===== config.mk =====
export PLATFORM = sky130hd
export DESIGN_NAME = radio_state_controller
export DESIGN_NICKNAME = d
export VERILOG_FILES = /design/src/hw/radio_ctrl_pkg.sv /design/src/hw/radio_state_controller.sv
export SDC_FILE = /design/constraint.sdc
export NUM_CORES = 1
export LEC_CHECK = 0
export ABC_AREA = 1
export ABC_CLOCK_PERIOD_IN_PS = 16600
export BUFFER_PORTS_ARGS = -buffer_cell sky130_fd_sc_hd__buf_2
export CAP_MARGIN = 20
export CORE_ASPECT_RATIO = 1.25
export CORE_MARGIN = 4
export CORE_UTILIZATION = 28
export CTS_BUF_LIST = sky130_fd_sc_hd__clkbuf_4
export CTS_CLUSTER_SIZE = 28
export DETAILED_ROUTE_END_ITERATION = 10
export GPL_ROUTABILITY_DRIVEN = 0
export PLACE_DENSITY_LB_ADDON = 0.2
export SKIP_CTS_REPAIR_TIMING = 1
export SLEW_MARGIN = 20
export SYNTH_ARGS = -nofsm -noshare
export SYNTH_HDL_FRONTEND = slang
export SYNTH_SLANG_ARGS = --single-unit
export TNS_END_PERCENT = 20

===== constraint.sdc =====
create_clock -name sys_clk -period 16.6 [get_ports sys_clk]
set_input_delay 4.98 -clock sys_clk [delete_from_list [all_inputs] [get_ports sys_clk]]
set_output_delay 4.98 -clock sys_clk [all_outputs]
set_load 0.02 [all_outputs]

===== src/hw/radio_ctrl_pkg.sv =====
package radio_ctrl_pkg;
    // register bus geometry
    localparam int ADDR_W = 5;
    localparam int DATA_W = 8;

    // register offsets
    localparam logic [4:0] OFF_STROBE = 5'h00;
    localparam logic [4:0] OFF_CFG_A = 5'h01;
    localparam logic [4:0] OFF_CFG_B = 5'h02;
    localparam logic [4:0] OFF_CFG_C = 5'h03;
    localparam logic [4:0] OFF_BASE_HI = 5'h04;
    localparam logic [4:0] OFF_BASE_MID = 5'h05;
    localparam logic [4:0] OFF_BASE_LO = 5'h06;
    localparam logic [4:0] OFF_SLOT = 5'h07;
    localparam logic [4:0] OFF_MODEM_LOW = 5'h08;
    localparam logic [4:0] OFF_MODEM_HIGH = 5'h09;
    localparam logic [4:0] OFF_SYNTH_CTRL = 5'h0A;
    localparam logic [4:0] OFF_STATE = 5'h0B;
    localparam logic [4:0] OFF_WORD_HI = 5'h0C;
    localparam logic [4:0] OFF_WORD_MID = 5'h0D;
    localparam logic [4:0] OFF_WORD_LO = 5'h0E;

    // command codes written to the strobe register
    localparam logic [7:0] CMD_CALIBRATE = 8'h01;
    localparam logic [7:0] CMD_RECEIVE = 8'h02;
    localparam logic [7:0] CMD_TRANSMIT = 8'h03;
    localparam logic [7:0] CMD_SYNTH_TX = 8'h04;
    localparam logic [7:0] CMD_GO_IDLE = 8'h05;

    // field positions
    localparam int CFGB_CCA_LSB = 4;
    localparam int CFGB_AFTER_RX_LSB = 2;
    localparam int CFGB_AFTER_TX_LSB = 0;
    localparam int CFGC_CARRIER_BIT = 4;
    localparam int CFGC_QUAL_BIT = 3;
    localparam int CFGC_TIMEOUT_LSB = 0;

    // reset values
    localparam logic [7:0] CFG_A_RESET = 8'h00;
    localparam logic [7:0] CFG_B_RESET = 8'h00;
    localparam logic [7:0] CFG_C_RESET = 8'h07;
    localparam logic [7:0] BYTE_RESET = 8'h00;

    // automatic calibration choices
    localparam logic [1:0] AUTOCAL_NEVER = 2'h0;
    localparam logic [1:0] AUTOCAL_ON_START = 2'h1;
    localparam logic [1:0] AUTOCAL_ON_IDLE = 2'h2;
    localparam logic [1:0] AUTOCAL_FOURTH = 2'h3;

    // post-packet destinations
    localparam logic [1:0] DEST_IDLE = 2'h0;
    localparam logic [1:0] DEST_SYNTH_TX = 2'h1;
    localparam logic [1:0] DEST_TX = 2'h2;
    localparam logic [1:0] DEST_RX = 2'h3;

    // transition timing in crystal periods (one sys_clk per period)
    localparam int CAL_PERIODS = 18739;
    localparam int SETTLE_PERIODS = 2298;
    localparam int TX_TO_RX_PERIODS = 560;
    localparam int RX_TO_TX_PERIODS = 250;
    localparam int TO_IDLE_PERIODS = 2;
    localparam logic [14:0] SETTLE_LOAD = 15'(SETTLE_PERIODS - 1);
    localparam logic [14:0] TX_TO_RX_LOAD = 15'(TX_TO_RX_PERIODS - 1);
    localparam logic [14:0] RX_TO_TX_LOAD = 15'(RX_TO_TX_PERIODS - 1);
    localparam logic [14:0] TO_IDLE_LOAD = 15'(TO_IDLE_PERIODS - 1);

    // receive timeout: base count shifted by setting, top setting disables
    localparam logic [14:0] TIMEOUT_BASE = 15'h0100;
    localparam logic [2:0] TIMEOUT_OFF = 3'h7;
    localparam logic [3:0] OOK_SYMBOLS = 4'h8;
    localparam logic [8:0] SPACING_OFFSET = 9'h100;

    typedef enum logic [3:0] {
        ST_IDLE = 4'h0,
        ST_CAL = 4'h1,
        ST_SETTLE = 4'h3,
        ST_RX = 4'h2,
        ST_TX = 4'h6,
        ST_SYNTH_TX = 4'h7,
        ST_RX_TO_TX = 4'h5,
        ST_TX_TO_RX = 4'h4,
        ST_ENDING = 4'hC
    } radio_state_t;
endpackage : radio_ctrl_pkg


===== src/hw/radio_state_controller.sv =====
`timescale 1ns/1ps
module radio_state_controller
#(
    parameter int CAL_CYCLES = radio_ctrl_pkg::CAL_PERIODS
)
(
    // clock and reset
    input wire logic sys_clk,
    input wire logic reset,
    // register port
    input wire logic [radio_ctrl_pkg::ADDR_W-1:0] regAddr,
    input wire logic [radio_ctrl_pkg::DATA_W-1:0] regWriteData,
    input wire logic regWrite,
    input wire logic regRead,
    output logic [radio_ctrl_pkg::DATA_W-1:0] regReadData,
    // receive and transmit path flags
    input wire logic packetReceived,
    input wire logic packetSent,
    input wire logic syncFound,
    input wire logic preambleQualityReached,
    input wire logic carrierSense,
    input wire logic carrierSampleValid,
    input wire logic rssiBelowThreshold,
    input wire logic receivingPacket,
    input wire logic ookMode,
    input wire logic symbolTick,
    // radio front end control
    output logic rxEnable,
    output logic txEnable,
    output logic synthEnable,
    output logic calibrating,
    output logic [23:0] synthWord,
    output logic [4:0] intermediateOffsetWord
);
    import radio_ctrl_pkg::*;

    localparam logic [14:0] CAL_LOAD = 15'(CAL_CYCLES - 1);

    radio_state_t state;
    radio_state_t next_state;
    radio_state_t target;
    radio_state_t next_target;
    logic [14:0] waitCount;
    logic [14:0] next_wait;
    logic [7:0] cfgA;
    logic [7:0] cfgB;
    logic [7:0] cfgC;
    logic [7:0] baseHi;
    logic [7:0] baseMid;
    logic [7:0] baseLo;
    logic [7:0] slotNumber;
    logic [7:0] spacingMantissa;
    logic [1:0] spacingExponent;
    logic [4:0] offsetWord;
    logic [1:0] idleReturns;
    logic endWithCal;
    logic restartRx;
    logic demodRestart;
    logic [14:0] rxTimer;
    logic [3:0] symbolCount;
    logic carrierChecked;

    // strobe decode: one command per write
    logic strobeWrite;
    logic calStrobe;
    logic rxStrobe;
    logic txStrobe;
    logic synthStrobe;
    logic idleStrobe;
    assign strobeWrite = regWrite && (regAddr == OFF_STROBE);
    assign calStrobe = strobeWrite && (regWriteData == CMD_CALIBRATE);
    assign rxStrobe = strobeWrite && (regWriteData == CMD_RECEIVE);
    assign txStrobe = strobeWrite && (regWriteData == CMD_TRANSMIT);
    assign synthStrobe = strobeWrite && (regWriteData == CMD_SYNTH_TX);
    assign idleStrobe = strobeWrite && (regWriteData == CMD_GO_IDLE);

    // configuration fields
    logic [1:0] autocalSelect;
    logic [1:0] ccaSelect;
    logic [1:0] afterRx;
    logic [1:0] afterTx;
    logic carrierTerminateOn;
    logic timeoutQualifier;
    logic [2:0] rxTimeout;
    assign autocalSelect = cfgA[1:0];
    assign ccaSelect = cfgB[CFGB_CCA_LSB +: 2];
    assign afterRx = cfgB[CFGB_AFTER_RX_LSB +: 2];
    assign afterTx = cfgB[CFGB_AFTER_TX_LSB +: 2];
    assign carrierTerminateOn = cfgC[CFGC_CARRIER_BIT];
    assign timeoutQualifier = cfgC[CFGC_QUAL_BIT];
    assign rxTimeout = cfgC[CFGC_TIMEOUT_LSB +: 3];

    // clear channel decision
    logic channelClear;
    always_comb
    begin
        case (ccaSelect)
            2'h0: channelClear = 1'b1;
            2'h1: channelClear = rssiBelowThreshold;
            2'h2: channelClear = !receivingPacket;
            default: channelClear = rssiBelowThreshold && !receivingPacket;
        endcase
    end

    // termination: timer expiry unless a stay condition holds, or no carrier at the first valid carrier sample
    logic timeoutEnabled;
    logic timerExpired;
    logic stayInRx;
    logic timeoutEnd;
    logic carrierValidNow;
    logic carrierEnd;
    assign timeoutEnabled = (rxTimeout != TIMEOUT_OFF);
    assign timerExpired = timeoutEnabled && (rxTimer >= (TIMEOUT_BASE << rxTimeout));
    assign stayInRx = syncFound || (timeoutQualifier && preambleQualityReached);
    assign timeoutEnd = (state == ST_RX) && timerExpired && !stayInRx;
    assign carrierValidNow = carrierSampleValid && (!ookMode || symbolCount == OOK_SYMBOLS);
    assign carrierEnd = (state == ST_RX) && carrierTerminateOn && !carrierChecked
        && carrierValidNow && !carrierSense;

    // calibration on return to idle: always, or on every fourth return
    logic returnCal;
    logic [14:0] endLoad;
    assign returnCal = (autocalSelect == AUTOCAL_ON_IDLE)
        || (autocalSelect == AUTOCAL_FOURTH && idleReturns == 2'h3);
    assign endLoad = returnCal ? CAL_LOAD : TO_IDLE_LOAD;

    // next state; go-idle is applied last so it wins over everything
    always_comb
    begin
        next_state = state;
        next_target = target;
        next_wait = (waitCount != 15'h0000) ? waitCount - 15'h0001 : waitCount;
        restartRx = 1'b0;
        case (state)
            ST_IDLE:
            begin
                if (rxStrobe || txStrobe || synthStrobe)
                begin
                    next_target = rxStrobe ? ST_RX : (txStrobe ? ST_TX : ST_SYNTH_TX);
                    if (autocalSelect == AUTOCAL_ON_START)
                    begin
                        next_state = ST_CAL;
                        next_wait = CAL_LOAD;
                    end
                    else
                    begin
                        next_state = ST_SETTLE;
                        next_wait = SETTLE_LOAD;
                    end
                end
                else if (calStrobe)
                begin
                    next_state = ST_CAL;
                    next_target = ST_IDLE;
                    next_wait = CAL_LOAD;
                end
            end
            ST_CAL:
            begin
                if (waitCount == 15'h0000)
                begin
                    next_state = (target == ST_IDLE) ? ST_IDLE : ST_SETTLE;
                    next_wait = SETTLE_LOAD;
                end
            end
            ST_SETTLE, ST_RX_TO_TX, ST_TX_TO_RX:
            begin
                if (waitCount == 15'h0000)
                begin
                    next_state = target;
                end
            end
            ST_RX:
            begin
                if ((txStrobe || synthStrobe) && channelClear)
                begin
                    next_state = ST_RX_TO_TX;
                    next_target = txStrobe ? ST_TX : ST_SYNTH_TX;
                    next_wait = RX_TO_TX_LOAD;
                end
                else if (timeoutEnd || carrierEnd)
                begin
                    next_state = ST_ENDING;
                    next_wait = endLoad;
                end
                else if (packetReceived)
                begin
                    case (afterRx)
                        DEST_IDLE:
                        begin
                            next_state = ST_ENDING;
                            next_wait = endLoad;
                        end
                        DEST_SYNTH_TX, DEST_TX:
                        begin
                            next_state = ST_RX_TO_TX;
                            next_target = (afterRx == DEST_TX) ? ST_TX : ST_SYNTH_TX;
                            next_wait = RX_TO_TX_LOAD;
                        end
                        default: restartRx = 1'b1;
                    endcase
                end
            end
            ST_TX:
            begin
                if (rxStrobe)
                begin
                    next_state = ST_TX_TO_RX;
                    next_target = ST_RX;
                    next_wait = TX_TO_RX_LOAD;
                end
                else if (packetSent)
                begin
                    case (afterTx)
                        DEST_IDLE:
                        begin
                            next_state = ST_ENDING;
                            next_wait = endLoad;
                        end
                        DEST_SYNTH_TX: next_state = ST_SYNTH_TX;
                        DEST_TX: next_state = ST_TX;
                        default:
                        begin
                            next_state = ST_TX_TO_RX;
                            next_target = ST_RX;
                            next_wait = TX_TO_RX_LOAD;
                        end
                    endcase
                end
            end
            ST_SYNTH_TX:
            begin
                if (txStrobe)
                begin
                    next_state = ST_TX;
                end
                else if (rxStrobe)
                begin
                    next_state = ST_TX_TO_RX;
                    next_target = ST_RX;
                    next_wait = TX_TO_RX_LOAD;
                end
            end
            ST_ENDING:
            begin
                if (waitCount == 15'h0000)
                begin
                    next_state = ST_IDLE;
                end
            end
            default: next_state = ST_IDLE;
        endcase
        if (idleStrobe && state != ST_IDLE && state != ST_ENDING)
        begin
            next_state = ST_ENDING;
            next_wait = endLoad;
        end
    end

    // state, target and transition counter
    always_ff @(posedge sys_clk)
    begin
        if (reset)
        begin
            state <= ST_IDLE;
            target <= ST_IDLE;
            waitCount <= 15'h0000;
        end
        else
        begin
            state <= next_state;
            target <= next_target;
            waitCount <= next_wait;
        end
    end

    // count returns to idle for the every-fourth calibration choice
    always_ff @(posedge sys_clk)
    begin
        if (reset)
        begin
            idleReturns <= 2'h0;
            endWithCal <= 1'b0;
        end
        else if (next_state == ST_ENDING && state != ST_ENDING)
        begin
            idleReturns <= idleReturns + 2'h1;
            endWithCal <= returnCal;
        end
    end

    // termination timer restarts whenever the demodulator is (re)enabled
    assign demodRestart = (next_state == ST_RX) && (state != ST_RX || restartRx);
    always_ff @(posedge sys_clk)
    begin
        if (reset || demodRestart)
        begin
            rxTimer <= 15'h0000;
            symbolCount <= 4'h0;
            carrierChecked <= 1'b0;
        end
        else if (state == ST_RX)
        begin
            if (!timerExpired)
            begin
                rxTimer <= rxTimer + 15'h0001;
            end
            if (symbolTick && symbolCount != OOK_SYMBOLS)
            begin
                symbolCount <= symbolCount + 4'h1;
            end
            // only the first valid sample counts; later gaps are not fatal
            if (carrierValidNow)
            begin
                carrierChecked <= 1'b1;
            end
        end
    end

    // software registers
    always_ff @(posedge sys_clk)
    begin
        if (reset)
        begin
            cfgA <= CFG_A_RESET;
            cfgB <= CFG_B_RESET;
            cfgC <= CFG_C_RESET;
            baseHi <= BYTE_RESET;
            baseMid <= BYTE_RESET;
            baseLo <= BYTE_RESET;
            slotNumber <= BYTE_RESET;
            spacingMantissa <= BYTE_RESET;
            spacingExponent <= 2'h0;
            offsetWord <= 5'h00;
        end
        else if (regWrite)
        begin
            case (regAddr)
                OFF_CFG_A: cfgA <= regWriteData;
                OFF_CFG_B: cfgB <= regWriteData;
                OFF_CFG_C: cfgC <= regWriteData;
                OFF_BASE_HI: baseHi <= regWriteData;
                OFF_BASE_MID: baseMid <= regWriteData;
                OFF_BASE_LO: baseLo <= regWriteData;
                OFF_SLOT: slotNumber <= regWriteData;
                OFF_MODEM_LOW: spacingMantissa <= regWriteData;
                OFF_MODEM_HIGH: spacingExponent <= regWriteData[1:0];
                OFF_SYNTH_CTRL: offsetWord <= regWriteData[4:0];
                default: ;
            endcase
        end
    end

    // synth word; no guard against writes while running, software keeps to idle
    logic [11:0] spacingScaled;
    logic [19:0] slotProduct;
    assign spacingScaled = 12'({SPACING_OFFSET[8:0] + {1'b0, spacingMantissa}} << spacingExponent);
    assign slotProduct = slotNumber * spacingScaled;
    always_ff @(posedge sys_clk)
    begin
        if (reset)
        begin
            synthWord <= 24'h000000;
            intermediateOffsetWord <= 5'h00;
        end
        else
        begin
            synthWord <= {baseHi, baseMid, baseLo} + {6'h00, slotProduct[19:2]};
            intermediateOffsetWord <= offsetWord;
        end
    end

    // read port: data one cycle after the strobe, unmapped reads zero
    always_ff @(posedge sys_clk)
    begin
        if (reset)
        begin
            regReadData <= 8'h00;
        end
        else if (regRead)
        begin
            case (regAddr)
                OFF_CFG_A: regReadData <= cfgA;
                OFF_CFG_B: regReadData <= cfgB;
                OFF_CFG_C: regReadData <= cfgC;
                OFF_BASE_HI: regReadData <= baseHi;
                OFF_BASE_MID: regReadData <= baseMid;
                OFF_BASE_LO: regReadData <= baseLo;
                OFF_SLOT: regReadData <= slotNumber;
                OFF_MODEM_LOW: regReadData <= spacingMantissa;
                OFF_MODEM_HIGH: regReadData <= {6'h00, spacingExponent};
                OFF_SYNTH_CTRL: regReadData <= {3'h0, offsetWord};
                OFF_STATE: regReadData <= {4'h0, state};
                OFF_WORD_HI: regReadData <= synthWord[23:16];
                OFF_WORD_MID: regReadData <= synthWord[15:8];
                OFF_WORD_LO: regReadData <= synthWord[7:0];
                default: regReadData <= 8'h00;
            endcase
        end
        else
        begin
            regReadData <= 8'h00;
        end
    end

    // front end enables decoded from the state flop; calibrating also uses endWithCal
    assign rxEnable = (state == ST_RX);
    assign txEnable = (state == ST_TX);
    assign synthEnable = (state != ST_IDLE) && (state != ST_CAL) && (state != ST_ENDING);
    assign calibrating = (state == ST_CAL) || (state == ST_ENDING && endWithCal);
endmodule : radio_state_controller


# After elaboration in Yosys (flattened, before gate mapping)
# Index checks and enable logic that the tools add are counted.
[totals] register_bits=154 word_cells=214 n_memories=0 mem_bits_ro=0 input_bits=27 latchBits=0 mem_bits_rw=0
[classes] div_mod_pow=0 magnitude_cmp=1 n_bitwise=2 multipliers=1 n_reduce_logical=71 n_eq_ne=53 n_addsub=6 muxes=57 shift=2
[ops] cell="15-bit two-way mux" count=14
[ops] cell="8-bit case mux with 14 select lines" count=1
[ops] cell="4-bit two-way mux" count=25
[ops] cell="15-bit case mux with 5 select lines" count=1
[ops] cell="15-bit case mux with 2 select lines" count=2
[ops] cell="5-bit by 4-bit equality test with 1-bit output, second input constant" count=7
[ops] cell="4-bit case mux with 7 select lines" count=1
[ops] cell="1-bit logical AND" count=26
[ops] cell="2-bit AND reduction" count=13
[ops] cell="24-bit by 18-bit adder with 24-bit output" count=1
[ops] cell="5-bit by 3-bit equality test with 1-bit output, second input constant" count=4
[ops] cell="8-bit by 12-bit multiplier with 20-bit output" count=1
[ops] cell="4-bit by 3-bit equality test with 1-bit output, second input constant" count=4
[ops] cell="8-bit by 2-bit equality test with 1-bit output, second input constant" count=2
[ops] cell="8-bit by 3-bit equality test with 1-bit output, second input constant" count=2
[ops] cell="4-bit case mux with 4 select lines" count=1
[ops] cell="15-bit by 1-bit adder with 15-bit output, second input constant" count=1
[ops] cell="15-bit greater-or-equal comparator" count=1
[ops] cell="15-bit zero test" count=1
[ops] cell="15-bit nonzero test" count=1
[ops] cell="9-bit by 3-bit << shifter with 15-bit output, first input constant" count=1
[ops] cell="15-bit by 1-bit subtractor with 15-bit output, second input constant" count=1
[ops] cell="2-bit equality test, second input constant" count=6
[ops] cell="4-bit by 2-bit equality test with 1-bit output, second input constant" count=3
[ops] cell="32 further kinds" count=73

# Depth between registers and ports, before layout
[depth] depth_word=13 depth_mapped=37 mapped_depth_nobuf=35

# Least setup slack after synthesis
# No wires, ideal clock.
[synth_timing] kind="register to register" from="reg spacingExponent[0]" to="reg synthWord[21]" arrival_time_ps=6502 stages_incl_launch_ff=34 n_path_buf=2 slack_ps=9985 setup_time_ps=113 cell_sequence="dfxtp_1 -> clkbuf_1 -> clkbuf_1 -> nand2_1 -> o21ai_0 -> mux2i_1 -> or2_2 -> fa_1 -> fa_1 -> inv_1 -> fa_1 -> inv_1 -> fa_1 -> inv_1 -> ha_1 -> nand2_1 -> o21ai_0 -> a21oi_1 -> o21ai_0 -> a21boi_0 -> o21ai_0 -> xor2_1 -> ha_1 -> nand2_1 -> nor2_1 -> nand4_1 -> o21ai_0 -> inv_1 -> o21ai_0 -> nand3_1 -> a21oi_1 -> nand2_1 -> nand2_1 -> nor2_1"
[synth_via] elab_chain_len=3
[synth_rtl] item="start, declared" line="radio_state_controller.sv:53" text="logic [1:0] spacingExponent;"
[synth_rtl] item="start signal, assigned" line="radio_state_controller.sv:347" text="OFF_MODEM_HIGH: spacingExponent <= regWriteData[1:0];"
[synth_rtl] item="9-bit by 2-bit << shifter with 12-bit output" line="radio_state_controller.sv:357" text="assign spacingScaled = 12'({SPACING_OFFSET[8:0] + {1'b0, spacingMantissa}} << spacingExponent);"
[synth_rtl] item="8-bit by 12-bit multiplier with 20-bit output" line="radio_state_controller.sv:358" text="assign slotProduct = slotNumber * spacingScaled;"
[synth_rtl] item="24-bit by 18-bit adder with 24-bit output" line="radio_state_controller.sv:368" text="synthWord <= {baseHi, baseMid, baseLo} + {6'h00, slotProduct[19:2]};"
[synth_rtl] item="end signal, assigned" line="radio_state_controller.sv:368"
[synth_rtl] item="end, declared" line="radio_state_controller.sv:32" text="output logic [23:0] synthWord,"
# No other way between the ends.
# A chain may end at the register's enable or synchronous reset.

# Worst setup path in the final report
[layout_timing] from="reg spacingExponent[0]" to="reg synthWord[22]"
# The elaborated chain is that of the path after synthesis.

==> out/metrics.yaml <==
crit_type: "reg2reg"
report.final.hold_viol_count: 0
vias: 11700
timing.fmax_mhz: 131
drt_iter0_drc: 740
hold_path.class: "reg2reg"
leakage_nw: 6.17
io_pins: 68
crit_family: "adder cells"
syn_area_um2: 12200
grt_max_degree: 77
start_kind: "flop"
syn_inst: 1769
grt_pass1_wl_um: 65900
grt_use_total_pct: 17.9
skew_ps: 40.5
synth_nets: 1939
finalNetCount: 1984
wl_per_cell_um: 17.6
combPwrFrac_pct: 28.3
ff2ff_setup_slack_ps: 8980
drv_cap: 0
coreArea_um2: 43000
power_density_nw_per_um2: 68.0
cts_sinks: 153
intPower_uw: 562
wl_um: 42100
ys_warn_count: 0
hold_depth: 2
start_util_pct: 28.3
die_area_um2: 46800
synth_edf_count: 0
cp_num_buf_inv: 4
min_from: "cfgC[7]"
dpl.hpwl_um: 34100
worst_path_max_delay_cell: "dfxtp_1"
fin_crit_sh_pct: 45.9
cts.clk_slew.worst_paths_ps: 150
finalSetupTns_ps: 0
grt_pass1_vias: 11800
drtPass1Iterations: 5
slew_headroom_pct: 36.9
vias_per_cell: 4.89
tightest_slew_ps: 923
dp.cells: 2360
path_max_fanout: 19
cts-buffers-inserted: 17
ant_nets: 0
synth-seq-cells: 153
die_h_um: 241
holdWs_ps: 469
cts_root_buf: "clkbuf_4"
switching_share_pct: 38.0
cpMostUsedCell: "nand2_1"
critPathArrivalTime_ps: 8150
num_rows: 85
drive_gt1_share_pct: 8.49
synth_seq_area_share_pct: 25.2
port_buffers: 67
reg2reg_from: "spacingExponent[0]"
postPlaceCellArea_um2: 13000
drc_errors: 0
status: "completed"
peakVddDrop_v: 0.0000642
seq_power_share_pct: 44.5
cts_buffer_depth: 2
reg2reg_depth: 30
finalSetupViolations: 0
synthArstFlopShare_pct: 0
syn_area_per_cell_um2: 6.87
final_cell_count_no_fill: 2394
htree_levels: 4
synthToLayoutAreaGrowth_pct: 9.62
min_delay_worst_endpoint: "cfgC[7]"
die_x_um: 194
clk_latency_ps: 600
critPathMaxStageDelay_ps: 700
power_frac_clock_pct: 27.2
rsz0062_at_grt: "no"
net-switching-power_uw: 345
end_kind: "flop"
synthFlopType: "dfxtp_1"
yosysUniqueCellTypes: 49
tritoncts: "built"
timing.rr.end: "synthWord[22]"
overflow: 0
final_max_slew_viol_count: 0
layout_min_cycle_time_ps: 7620
worst_ep_required_time_ps: 17140
grt_antenna_before_repair: 4
final_area_um2: 13300
==> logic make-up (layout without fill, tap and decap cells) <==
logic type,count (synthesis),in the layout,share of synthesized area [%]
XOR/XNOR,37,37,2.67
buffers and inverters,355,412,11.2
flip-flops,153,153,25.2
AND/OR/NAND/NOR,689,689,24.4
multiplexers,3,3,0.247
AO/OA/AOI/OAI,389,389,17.9
other,0,3,0
adder cells (fa/ha/maj),143,143,18.5
==> tightest hold or removal path: stages, from the launching register on <==
cell     delay, ps
dfxtp_1        330
inv_1           60
a21oi_1         60
==> layout make-up <==
type                    count  area, um2
multi-input cells        1261       7730
inverters                 310       1160
fillers                  4867      29600
diodes                      3       7.51
clock inverters            13        146
well taps                 565        707
repair buffers             71        365
flip-flops and latches    153       3060
clock buffers              18        135
==> power by group through the flow <==
stage | Combinational (mW) | Clock [mW] | Sequential (mW)
finish | 0.256 | 0.246 | 0.404
global route | 0.292 | 0.270 | 0.406
CTS | 0.255 | 0.255 | 0.404
detailed placement | 0.253 | 0 | 0.412
global placement | 0.253 | 0 | 0.412
floorplan | 0.185 | 0 | 0.406
==> registers in the layout, summed over array words and instances, names as in the netlist, 5 cells and up <==
register                flops
cfgC                        8
waitCount                  15
cfgB                        8
slotNumber                  8
baseMid                     8
regReadData                 8
rxTimer                    15
baseLo                      8
spacingMantissa             8
cfgA                        8
offsetWord                  5
synthWord                  24
baseHi                      8
intermediateOffsetWord      5
==> placed cells by master (no fill, tap or decap), types with 21 or more instances in the layout <==
cell type    n
o22ai_1     21
a21oi_1    151
o21ai_0    139
dfxtp_1    153
buf_2       67
xor2_1      24
inv_1      300
nor2_1     201
ha_1        82
nand3_1     91
nand2_1    298
fa_1        61
nor2_2      25
nor3_1      23
==> per-stage QoR <==
stage / setup WS (ps) / util (%) / total power [mW]
floorplan: 9990 / - / 0.592
global placement: 9170 / 30.3 / 0.665
detailed placement: 9040 / 30.3 / 0.665
CTS: 9010 / 31.0 / 0.914
global route: 8080 / 31.0 / 0.968
finish: 8980 / 31.0 / 0.907
==> cells in the mapped netlist (3+ instances only) <==
library cell	n	area, um2
a211oi_1	5	37.5
a21o_1	3	22.5
a21oi_1	151	756
a221oi_1	12	105
a31oi_1	9	56.3
buf_2	5	25.0
clkbuf_1	35	131
clkinv_1	4	15.0
dfxtp_1	153	3060
fa_1	61	1220
ha_1	82	1030
inv_1	300	1130
inv_2	6	22.5
mux2i_1	3	30.0
nand2_1	298	1120
nand2_2	7	43.8
nand3_1	91	455
nand4_1	20	125
nor2_1	201	754
nor2_2	25	156
nor3_1	23	115
nor4_1	3	18.8
o2111ai_1	6	52.6
o211ai_1	9	67.6
o21a_1	10	75.1
o21ai_0	139	696
o21ai_1	7	35.0
o21bai_1	4	30.0
o22ai_1	21	131
o31ai_1	6	45.0
or2_2	8	50.1
xnor2_1	13	114
xor2_1	24	210
==> layer usage <==
metal  wire [um]  global-route usage, %  vias up  share of wire (%)
met5          11                      0        -              0.026
met4        1620                   6.99        2                3.8
met3        1650                   2.49       85                3.9
met2       21300                   32.8      288                 51
met1       17500                   21.4     5501                 42
li1            -                      -     5821                  -
==> worst max path at each step <==
stage,from,endpoint,cells past startpoint
2_1_floorplan,spacingExponent[0],synthWord[21],33
3_3_place_gp,spacingExponent[0],synthWord[22],30
3_5_place_dp,spacingExponent[0],synthWord[22],30
4_1_cts,spacingExponent[0],synthWord[20],30
5_1_grt,spacingExponent[0],synthWord[21],30
6_report,spacingExponent[0],synthWord[22],30
Note: power is estimated with default switching activity, not from simulation.
